File: config.mk
export PLATFORM = sky130hd
export DESIGN_NAME = tcp_pwm
export DESIGN_NICKNAME = d
export VERILOG_FILES = /design/src/inc/tcp_pkg.sv /design/src/core/tcp_pwm.sv
export SDC_FILE = /design/constraint.sdc
export NUM_CORES = 1
export LEC_CHECK = 0
export ABC_AREA = 1
export BUFFER_PORTS_ARGS = -buffer_cell sky130_fd_sc_hd__buf_4
export CORE_AREA = 2 2 103 180
export DETAILED_ROUTE_END_ITERATION = 10
export DIE_AREA = 0 0 105 182
export PLACE_DENSITY = 0.68
export SYNTH_ARGS = -nofsm -noshare
export SYNTH_HDL_FRONTEND = slang
export SYNTH_SLANG_ARGS = --single-unit
File: constraint.sdc
create_clock -name clk -period 2.92 [get_ports clk]
set_input_delay 0.584 -clock clk [delete_from_list [all_inputs] [get_ports clk]]
set_output_delay 0.584 -clock clk [all_outputs]
set_load 0.02 [all_outputs]
File: src/inc/tcp_pkg.sv
// Package for the three-channel PWM control block
package tcp_pkg;
  // Register byte addresses (printed offsets are not multiples of four)
  localparam logic [7:0] IDX_OE_IE = 8'h9e;
  localparam logic [7:0] IDX_CLR_IE = 8'h9f;
  localparam logic [7:0] IDX_CKS = 8'ha1;
  localparam logic [9:0] ADR_OE_IE = {IDX_OE_IE, 2'h0};
  localparam logic [9:0] ADR_CLR_IE = {IDX_CLR_IE, 2'h0};
  localparam logic [9:0] ADR_CKS = {IDX_CKS, 2'h0};
  localparam logic [9:0] ADR_MASTER = 10'h300;
  localparam logic [9:0] ADR_PERIOD = 10'h304;
  localparam logic [9:0] ADR_DUTY = 10'h308;
  localparam logic [9:0] ADR_STATUS = 10'h30c;
  localparam logic [9:0] ADR_STAT_CLR = 10'h310;
  localparam logic [9:0] ADR_IRQ_EN = 10'h314;
  localparam logic [9:0] ADR_STATE = 10'h318;
  // Field positions
  localparam int POS_CH0_IE = 6;
  localparam int POS_CH1_IE = 7;
  localparam int POS_CH2_IE = 7;
  localparam int POS_CKS0 = 0;
  localparam int POS_CKS1 = 2;
  localparam int POS_CKS2 = 4;
  // Reset values
  localparam logic [7:0] RST_OE_IE = 8'h00;
  localparam logic [7:0] RST_CLR_IE = 8'h00;
  localparam logic [7:0] RST_CKS = 8'h2a;
  localparam logic [7:0] RST_PERIOD = 8'hff;
  localparam logic [7:0] RST_DUTY = 8'h80;
  // Clock select codes
  localparam logic [1:0] CKS_SYS0 = 2'h0;
  localparam logic [1:0] CKS_SYS1 = 2'h1;
  localparam logic [1:0] CKS_RC = 2'h2;
  localparam logic [1:0] CKS_RC2 = 2'h3;
  // Bus answer states
  typedef enum logic [1:0] {
    TCP_IDLE = 2'b00,
    TCP_ACK = 2'b01
  } tcp_bus_state_t;
  // Avalon request carrier
  typedef struct packed {
    logic [9:0] address;
    logic read;
    logic write;
    logic [3:0] byteenable;
    logic [31:0] writedata;
  } tcp_av_req_t;
endpackage

File: src/core/tcp_pwm.sv
// Three-channel PWM generator with Avalon-MM register slave
// Notes on behaviour
// Output-enable bit runs its channel and routes waveform to its pin.
// Channel 1 drives pin P1.3, channel 2 drives pin P1.6.
// Clear bit forces channel cleared and held; all clear bits reset 0.
// Channel interrupt enable counts only with the shared master enable set.
// Select 00/01 system clock, 10 RC clock, 11 twice RC clock.
// Select fields at 5:4, 3:2, 1:0; each resets to code 10.
// Held channel: counter zero, output inactive, restarts from zero.
module tcp_pwm #(
  parameter int NCH = 3
) (
  // Clock and reset
  input wire logic clk,
  input wire logic nrst,
  // Internal RC clock and its doubled form, from another domain
  input wire logic rc_clk_pin,
  input wire logic rc2_clk_pin,
  // Avalon-MM slave
  input wire tcp_pkg::tcp_av_req_t av_req,
  output logic [31:0] av_readdata,
  output logic av_waitrequest,
  // Pins: P1.2, P1.3, P1.6 outputs with active-low enable
  output logic [NCH-1:0] pwm_pin_out,
  output logic [NCH-1:0] pwm_pin_oe_n,
  // Interrupt
  output logic irq
);
  import tcp_pkg::*;

  logic [7:0] oe_ie_reg;
  logic [7:0] clr_ie_reg;
  logic [7:0] cks_reg;
  logic master_ie_reg;
  logic [7:0] period_reg [NCH];
  logic [7:0] duty_reg [NCH];
  logic [NCH-1:0] status_reg;
  logic [NCH-1:0] irq_en_reg;
  tcp_bus_state_t bus_reg;
  logic [1:0] rc_sync_reg;
  logic [1:0] rc2_sync_reg;
  logic rc_last_reg;
  logic rc2_last_reg;
  logic [7:0] cnt_reg [NCH];
  logic [NCH-1:0] wave_reg;
  logic [NCH-1:0] period_evt;
  logic [NCH-1:0] tick;
  logic [NCH-1:0] run;
  logic [NCH-1:0] ch_ie;
  logic rc_tick;
  logic rc2_tick;
  logic wr_oe_ie;
  logic wr_clr_ie;
  logic wr_cks;
  logic wr_master;
  logic wr_period;
  logic wr_duty;
  logic wr_irq_en;
  logic wr_stat_clr;
  logic [7:0] lane_oe_ie;
  logic [7:0] lane_clr_ie;
  logic [7:0] lane_cks;
  logic [7:0] lane_master;
  logic [7:0] lane_irq_en;
  tcp_bus_state_t bus_next;
  logic [31:0] rd_next;

  function automatic logic [1:0] cks_of(input logic [7:0] r, input int ch);
    cks_of = r[2*ch +: 2];
  endfunction

  function automatic logic [7:0] lane0(input logic [7:0] old,
                                       input tcp_av_req_t q);
    lane0 = q.byteenable[0] ? q.writedata[7:0] : old;
  endfunction

  // Strobe only on the edge the request is taken, never in the answer cycle
  function automatic logic wr_hit(input tcp_av_req_t q,
                                  input tcp_bus_state_t s,
                                  input logic [9:0] adr);
    wr_hit = q.write & (s == TCP_IDLE) & (q.address == adr);
  endfunction

  // Byte lane n carries channel n of the period and duty words
  function automatic logic [7:0] lane_n(input logic [7:0] old,
                                       input tcp_av_req_t q, input int n);
    lane_n = q.byteenable[n] ? q.writedata[8*n +: 8] : old;
  endfunction

  // Map channel interrupt enables out of their scattered bits
  always_comb begin
    ch_ie[0] = oe_ie_reg[POS_CH0_IE];
    ch_ie[1] = oe_ie_reg[POS_CH1_IE];
    ch_ie[2] = clr_ie_reg[POS_CH2_IE];
  end

  // RC clocks are asynchronous: two flops before edge detection
  always_ff @(posedge clk) begin
    if (!nrst) begin
      rc_sync_reg <= 2'h0;
      rc2_sync_reg <= 2'h0;
      rc_last_reg <= 1'b0;
      rc2_last_reg <= 1'b0;
    end else begin
      rc_sync_reg <= {rc_sync_reg[0], rc_clk_pin};
      rc2_sync_reg <= {rc2_sync_reg[0], rc2_clk_pin};
      rc_last_reg <= rc_sync_reg[1];
      rc2_last_reg <= rc2_sync_reg[1];
    end
  end

  assign rc_tick = rc_sync_reg[1] & ~rc_last_reg;
  assign rc2_tick = rc2_sync_reg[1] & ~rc2_last_reg;

  // Per-channel count source select
  always_comb begin
    for (int i = 0; i < NCH; i++) begin
      case (cks_of(cks_reg, i))
        CKS_SYS0: tick[i] = 1'b1;
        CKS_SYS1: tick[i] = 1'b1;
        CKS_RC: tick[i] = rc_tick;
        CKS_RC2: tick[i] = rc2_tick;
        default: tick[i] = 1'b1;
      endcase
      run[i] = oe_ie_reg[i] & ~clr_ie_reg[i];
      period_evt[i] = run[i] & tick[i] & (cnt_reg[i] == period_reg[i]);
    end
  end

  // Counters restart from zero on each wrap and while held
  always_ff @(posedge clk) begin
    if (!nrst) begin
      for (int i = 0; i < NCH; i++) begin
        cnt_reg[i] <= 8'h00;
      end
    end else begin
      for (int i = 0; i < NCH; i++) begin
        if (!run[i]) begin
          cnt_reg[i] <= 8'h00;
        end else if (tick[i]) begin
          cnt_reg[i] <= period_evt[i] ? 8'h00 : cnt_reg[i] + 8'h01;
        end
      end
    end
  end

  // Waveform high while the count is below the duty value
  always_ff @(posedge clk) begin
    if (!nrst) begin
      wave_reg <= '0;
    end else begin
      for (int i = 0; i < NCH; i++) begin
        if (!run[i]) begin
          wave_reg[i] <= 1'b0;
        end else if (tick[i]) begin
          wave_reg[i] <= (cnt_reg[i] < duty_reg[i]);
        end
      end
    end
  end

  // Pin level: one cycle behind the waveform
  always_ff @(posedge clk) begin
    if (!nrst) begin
      pwm_pin_out <= '0;
    end else begin
      pwm_pin_out <= wave_reg;
    end
  end

  // Pin enable follows the enable bit only, so a held channel drives low
  always_ff @(posedge clk) begin
    if (!nrst) begin
      pwm_pin_oe_n <= '1;
    end else begin
      pwm_pin_oe_n <= ~oe_ie_reg[NCH-1:0];
    end
  end

  // Write decode: one strobe per register
  assign wr_oe_ie = wr_hit(av_req, bus_reg, ADR_OE_IE);
  assign wr_clr_ie = wr_hit(av_req, bus_reg, ADR_CLR_IE);
  assign wr_cks = wr_hit(av_req, bus_reg, ADR_CKS);
  assign wr_master = wr_hit(av_req, bus_reg, ADR_MASTER);
  assign wr_period = wr_hit(av_req, bus_reg, ADR_PERIOD);
  assign wr_duty = wr_hit(av_req, bus_reg, ADR_DUTY);
  assign wr_irq_en = wr_hit(av_req, bus_reg, ADR_IRQ_EN);
  assign wr_stat_clr = wr_hit(av_req, bus_reg, ADR_STAT_CLR);
  assign lane_oe_ie = lane0(oe_ie_reg, av_req);
  assign lane_clr_ie = lane0(clr_ie_reg, av_req);
  assign lane_cks = lane0(cks_reg, av_req);
  assign lane_master = lane0(8'(master_ie_reg), av_req);
  assign lane_irq_en = lane0(8'(irq_en_reg), av_req);

  // Output enables and channel 0 and 1 interrupt enables
  always_ff @(posedge clk) begin
    if (!nrst) begin
      oe_ie_reg <= RST_OE_IE;
    end else if (wr_oe_ie) begin
      oe_ie_reg <= lane_oe_ie;
    end
  end

  // Clear-hold bits and channel 2 interrupt enable
  always_ff @(posedge clk) begin
    if (!nrst) begin
      clr_ie_reg <= RST_CLR_IE;
    end else if (wr_clr_ie) begin
      clr_ie_reg <= lane_clr_ie;
    end
  end

  // Clock selects; bits 7:6 are not stored and read zero
  always_ff @(posedge clk) begin
    if (!nrst) begin
      cks_reg <= RST_CKS;
    end else if (wr_cks) begin
      cks_reg <= {2'h0, lane_cks[5:0]};
    end
  end

  // Shared master interrupt enable
  always_ff @(posedge clk) begin
    if (!nrst) begin
      master_ie_reg <= 1'b0;
    end else if (wr_master) begin
      master_ie_reg <= lane_master[0];
    end
  end

  // Status interrupt enables
  always_ff @(posedge clk) begin
    if (!nrst) begin
      irq_en_reg <= '0;
    end else if (wr_irq_en) begin
      irq_en_reg <= lane_irq_en[NCH-1:0];
    end
  end

  // Period bytes; a new value is used at the next wrap compare
  always_ff @(posedge clk) begin
    if (!nrst) begin
      for (int i = 0; i < NCH; i++) begin
        period_reg[i] <= RST_PERIOD;
      end
    end else if (wr_period) begin
      for (int i = 0; i < NCH; i++) begin
        period_reg[i] <= lane_n(period_reg[i], av_req, i);
      end
    end
  end

  // Duty bytes
  always_ff @(posedge clk) begin
    if (!nrst) begin
      for (int i = 0; i < NCH; i++) begin
        duty_reg[i] <= RST_DUTY;
      end
    end else if (wr_duty) begin
      for (int i = 0; i < NCH; i++) begin
        duty_reg[i] <= lane_n(duty_reg[i], av_req, i);
      end
    end
  end

  // Sticky period-end status; a new event wins over a clear
  always_ff @(posedge clk) begin
    if (!nrst) begin
      status_reg <= '0;
    end else begin
      for (int i = 0; i < NCH; i++) begin
        if (period_evt[i]) begin
          status_reg[i] <= 1'b1;
        end else if (wr_stat_clr && av_req.byteenable[0] &&
                     av_req.writedata[i]) begin
          status_reg[i] <= 1'b0;
        end
      end
    end
  end

  // Interrupt needs channel enable, master enable and the enable register
  always_ff @(posedge clk) begin
    if (!nrst) begin
      irq <= 1'b0;
    end else begin
      irq <= master_ie_reg & |(status_reg & irq_en_reg & ch_ie);
    end
  end

  // Read mux; unmapped and write-only addresses read zero
  always_comb begin
    rd_next = 32'h0;
    case (av_req.address)
      ADR_OE_IE: rd_next = {24'h0, oe_ie_reg};
      ADR_CLR_IE: rd_next = {24'h0, clr_ie_reg};
      ADR_CKS: rd_next = {24'h0, cks_reg};
      ADR_MASTER: rd_next = {31'h0, master_ie_reg};
      ADR_PERIOD: rd_next = {8'h0, period_reg[2], period_reg[1],
                             period_reg[0]};
      ADR_DUTY: rd_next = {8'h0, duty_reg[2], duty_reg[1], duty_reg[0]};
      ADR_STATUS: rd_next = {29'h0, status_reg};
      ADR_IRQ_EN: rd_next = {29'h0, irq_en_reg};
      ADR_STATE: rd_next = {26'h0, wave_reg, run};
      default: rd_next = 32'h0;
    endcase
  end

  // Bus answer: waitrequest low one cycle after the request is seen
  always_comb begin
    bus_next = TCP_IDLE;
    case (bus_reg)
      TCP_IDLE: begin
        if (av_req.read || av_req.write) begin
          bus_next = TCP_ACK;
        end
      end
      TCP_ACK: bus_next = TCP_IDLE;
      default: bus_next = TCP_IDLE;
    endcase
  end

  always_ff @(posedge clk) begin
    if (!nrst) begin
      bus_reg <= TCP_IDLE;
    end else begin
      bus_reg <= bus_next;
    end
  end

  // Idle turn after each answer keeps back-to-back requests apart
  always_ff @(posedge clk) begin
    if (!nrst) begin
      av_waitrequest <= 1'b1;
    end else begin
      av_waitrequest <= (bus_next != TCP_ACK);
    end
  end

  // Read data captured with the request and held until the next one
  always_ff @(posedge clk) begin
    if (!nrst) begin
      av_readdata <= 32'h0;
    end else if (bus_next == TCP_ACK) begin
      av_readdata <= av_req.read ? rd_next : 32'h0;
    end
  end
endmodule

# Word-level counts from Yosys, hierarchy flattened
# Memory sizes are Yosys's and may differ from the RTL's.
# Cells that the tools add are included.
[classes]
mux = 62
bitwise_logic = 41
n_reduce_logical = 24
n_eq_ne = 24
magnitude_cmp = 3
add_sub_neg = 3
[op_table]
columns = ["operator", "count"]
rows = [
  ["one-hot mux 24 bit (9 select lines)", 1],
  ["two-way mux 8 bit", 21],
  ["== test 10 bit, second input constant", 10],
  ["two-way mux 1 bit", 35],
  ["two-way mux 32 bit", 1],
  ["adder 8 x 1 -> 8 bit, second input constant", 3],
  ["== test 8 bit", 3],
  ["< comparator 8 bit", 3],
  ["bitwise AND 1 bit", 21],
  ["AND reduction 2 bit", 8],
  ["== test 2 bit, second input constant", 6],
  ["bitwise OR 1 bit", 12],
  ["one-hot mux 1 bit (3 select lines)", 3],
  ["== test 2 x 1 -> 1 bit, second input constant", 4],
  ["zero test 2 bit", 4],
  ["bitwise AND 3 bit", 2],
  ["nonzero test 2 bit", 3],
  ["OR reduction 2 bit", 3],
  ["inverter 1 bit", 5],
  ["logical AND 1 bit", 4],
  ["inverter 3 bit", 1],
  ["OR reduction 3 bit", 1],
  ["two-way mux 2 bit", 1],
  ["!= test 2 x 1 -> 1 bit, second input constant", 1],
  ["logical OR 1 bit", 1],
]
[word_totals]
ff_bits = 80
mem_count = 3
in_bits = 52
ramBits = 72
[memory_table]
columns = ["name", "words", "word_bits", "rd", "rd_ports_with_merged_regs", "write_ports", "line", "source"]
rows = [
  ["cnt_reg", 3, 8, 3, 0, 3, "tcp_pwm.sv:44", "logic [7:0] cnt_reg [NCH];"],
  ["duty_reg", 3, 8, 3, 0, 3, "tcp_pwm.sv:36", "logic [7:0] duty_reg [NCH];"],
  ["period_reg", 3, 8, 3, 0, 3, "tcp_pwm.sv:35", "logic [7:0] period_reg [NCH];"],
]

# Longest topological paths before layout
[logic_depth]
depth_word = 8
mapped_depth = 11
ltp_nobuf = 11

# Least setup slack after synthesis
# OpenSTA, ideal clock, no wires.
[synth_path]
kind = "input-to-reg"
start = "input av_req[39] (netlist name)"
end = "memory period_reg[0][0], enable pin"
setup_time_ns = 0.384
stages = 6
required_ns = 2.536
arrival_ns = 1.975
n_path_buf = 1
slack_ns = 0.561
path_cell_list = "nor2_1 nand3_1 nor2_2 inv_1 clkbuf_1 o21ai_0"
[synth_lines]
columns = ["item", "line", "source"]
rows = [
  ["start: declaration", "tcp_pwm.sv:20", "input wire tcp_pkg::tcp_av_req_t av_req,"],
  ["end: declaration", "tcp_pwm.sv:35", ""],
]

# Worst setup path in the final report
[layout_path]
start = "input av_req[40] (netlist name)"
end = "register av_readdata[3]"
[layout_between]
elab_chain_cells = 3
[layout_lines]
columns = ["item", "line", "source"]
rows = [
  ["== test 10 bit", "tcp_pwm.sv:294", "case (av_req.address)"],
  ["one-hot mux 24 bit (9 select lines) (*)", "tcp_pwm.sv:294", ""],
  ["two-way mux 32 bit (*)", "tcp_pwm.sv:345", "av_readdata <= av_req.read ? rd_next : 32'h0;"],
  ["end signal: assignment", "tcp_pwm.sv:345", ""],
  ["end: declaration", "tcp_pwm.sv:21", "output logic [31:0] av_readdata,"],
]
# Every way passes the cells marked *; elsewhere a longest branch is shown, timed or not.
# A chain may end at the register's enable or synchronous reset.

==> flow_metrics.env <==
export IMPL_status="complete, no violations"
export IMPL_cts_setup_buffers=0
export IMPL_net_switching_power_mw=1.05
export IMPL_seqPwrFrac_pct=46.0
export IMPL_cts_hold_fix_buffers=0
export IMPL_syn_avg_cell_area_um2=8.05
export IMPL_die_area_mm2=0.0191
export IMPL_regArea_mm2=0.00358
export IMPL_post_route_drc_count=0
export IMPL_ctsHtreeMaxLevel=4
export IMPL_portBuffers=74
export IMPL_post_dp_cell_area_mm2=0.00814
export IMPL_grt_setup_unrepaired="false"
export IMPL_start_util_pct=41.0
export IMPL_grt_start_max_net_pins=33
export IMPL_grt_overflow_total=0
export IMPL_hold_violations=0
export IMPL_peakVddDrop_v=0.000265
export IMPL_area_growth_pct=20.5
export IMPL_place_congestion=0.959
export IMPL_ys_seq_elements=143
export IMPL_grt_pass1_wl_um=30500
export IMPL_timing_max_cap_violations=0
export IMPL_wl_per_cell_um=15.4
export IMPL_power_frac_comb_pct=4.6
export IMPL_cts_buffers=17
export IMPL_cp_required_ps=3270
export IMPL_syn_inst=903
export IMPL_netlist_area_mm2=0.00727
export IMPL_cts_tree="built"
export IMPL_fin_crit_ps=1950
export IMPL_drt_iter0_drc=283
export IMPL_hpwl_um=14700
export IMPL_rows=65
export IMPL_maxSlewViolCount=0
export IMPL_antenna_found_initial=0
export IMPL_nets=1071
export IMPL_critical_path_class="primary input to flop"
export IMPL_final_setup_tns_ps=0
export IMPL_cts_resized=0
export IMPL_clkPwrFrac_pct=49.5
export IMPL_grt_usage_pct=20.7
export IMPL_vias=6200
export IMPL_holdCritPathClass="primary input to flop"
export IMPL_grt_pass1_vias=6132
export IMPL_worstPathMaxFanout=9
export IMPL_die_h_um=182
export IMPL_ys_seq_area_share_pct=49.3
export IMPL_fillers=1769
export IMPL_p_leak_nw=3.88
export IMPL_insertedDiodeCount=0
export IMPL_pin_count=92
export IMPL_cts_root_buf="clkbuf_16"
export IMPL_end_kind="flop"
export IMPL_drive_above_1_share_pct=17.6
export IMPL_wl_um=19100
export IMPL_post_route_period_util_pct=66.7
export IMPL_path_clk_slew_ps=60
export IMPL_yosysWarnings=0
export IMPL_powerDensity_mw_per_mm2=526
export IMPL_internal_power_mw=3.56
export IMPL_finalInstanceArea_mm2=0.00876
export IMPL_max_freq_mhz=514
export IMPL_core_area_mm2=0.0177
export IMPL_multi_input_area_mm2=0.00301
export IMPL_switching_share_pct=22.7
export IMPL_clk_latency_ps=430
export IMPL_setup_violations=0
export IMPL_startpoint_type="primary input"
export IMPL_clock_skew_ps=14.3
export IMPL_die_width_um=105
export IMPL_vias_per_cell=4.99
export IMPL_clockBufferDepth=2
export IMPL_cts_sinks=143
export IMPL_ant_nets=0
export IMPL_cp_arrival_ps=2300
export IMPL_yosysUniqueCellTypes=33
export IMPL_first_pass_iters=5
==> area by class of cell <==
| cell class | count | area share, % |
|---|---|---|
| clock buffers | 18 | 5.01 |
| clock inverters | 14 | 2.04 |
| inverters | 147 | 6.30 |
| multi-input cells | 592 | 34.3 |
| flip-flops and latches | 143 | 40.9 |
| well taps | 234 | 3.34 |
| repair buffers | 94 | 8.06 |
==> power by group through the flow <==
stage	combinational [mW]	clock [mW]	sequential, mW
after floorplan	0.116	0	2.16
after global placement	0.211	0	2.16
after detailed placement	0.213	0	2.16
after CTS	0.214	2.31	2.12
after global routing	0.234	2.39	2.12
final	0.212	2.28	2.12
==> path summary, 6_finish.rpt <==
kind	start	endpoint	slack, ps	cells past startpoint
hold reg to reg	rc_sync_reg[0]	rc_sync_reg[1]	410	2
setup / recovery	av_req[40]	av_readdata[3]	970	12
hold / removal	rc_clk_pin	rc_sync_reg[0]	340	3
setup reg to reg	rc_sync_reg[1]	cnt_reg[1][2]	1080	9
==> metal layers <==
| layer | part of all wire [%] | vias to the layer above | global-route usage, % |
|---|---|---|---|
| met5 | 0 | - | 0 |
| met4 | 6.1 | 0 | 13.0 |
| met3 | 3.7 | 58 | 3.59 |
| met2 | 55 | 167 | 39.9 |
| met1 | 35 | 2874 | 19.8 |
| li1 | - | 3101 | - |
==> through the flow <==
step	setup slack (ps)	hold WS, ps	instances	utilization, %	power (mW)
floorplan	561	388	910	-	2.28
global placement	612	394	1210	45.9	2.37
detailed placement	603	404	1210	45.9	2.37
CTS	1010	335	1242	49.4	4.64
global route	876	339	1242	49.4	4.75
finish	973	345	1242	49.4	4.61
==> critical path, cell delays in order <==
cell and delay (ps):
buf_4 120, inv_2 70, nand2_1 80, nor2_4 290, nand3_1 270, inv_1 290
nand2_1 80, nand2_1 80, nor2_1 50, nand2_1 160, nand2_1 80, a21oi_1 140
==> synthesized netlist by cell type, drive strengths merged <==
cell type	n	area share, %
nand2	223	12
clkbuf	14	0.72
nand4	19	1.6
inv	147	7.6
or2	8	0.69
buf	14	1.4
nor2	98	5.8
a211oi	3	0.31
nand3	50	3.4
xnor2	7	0.84
o21ai	41	2.8
dfxtp	71	20
xor2	6	0.72
o211ai	3	0.31
conb	1	0.052
a22oi	7	0.72
o22ai	12	1.0
edfxtp	72	30
and3	1	0.086
a311oi	1	0.12
ha	24	4.1
nor3	15	1.0
o311ai	1	0.12
a21oi	62	4.9
o21a	3	0.31
==> cell families (layout without fill, tap and decap cells) <==
| group | Yosys count | count (layout) | synth area share (%) |
|---|---|---|---|
| AND/OR/NAND/NOR | 414 | 414 | 24.6 |
| buffers and inverters | 175 | 273 | 9.68 |
| flip-flops | 143 | 143 | 49.3 |
| AO/OA/AOI/OAI | 133 | 133 | 10.7 |
| adder cells (fa/ha/maj) | 24 | 24 | 4.13 |
| XOR/XNOR | 13 | 13 | 1.57 |
| other | 1 | 8 | 0.0516 |
==> layout by cell type (no fill, tap or decap), drive strengths merged <==
| master | instances |
|---|---|
| nand3 | 50 |
| clkinv | 4 |
| a21oi | 62 |
| buf | 94 |
| clkbuf | 18 |
| edfxtp | 72 |
| a22oi | 7 |
| or2 | 8 |
| nor3 | 15 |
| xor2 | 6 |
| nand2 | 223 |
| dfxtp | 71 |
| xnor2 | 7 |
| inv | 152 |
| o22ai | 12 |
| ha | 24 |
| a311oi | 1 |
| nor2 | 98 |
| o21a | 3 |
| o311ai | 1 |
| clkinvlp | 2 |
| a211oi | 3 |
| bufinv | 3 |
| o211ai | 3 |
| o21ai | 41 |
| conb | 8 |
| nand4 | 19 |
| and3 | 1 |
Power figures use the tool's default switching activity.
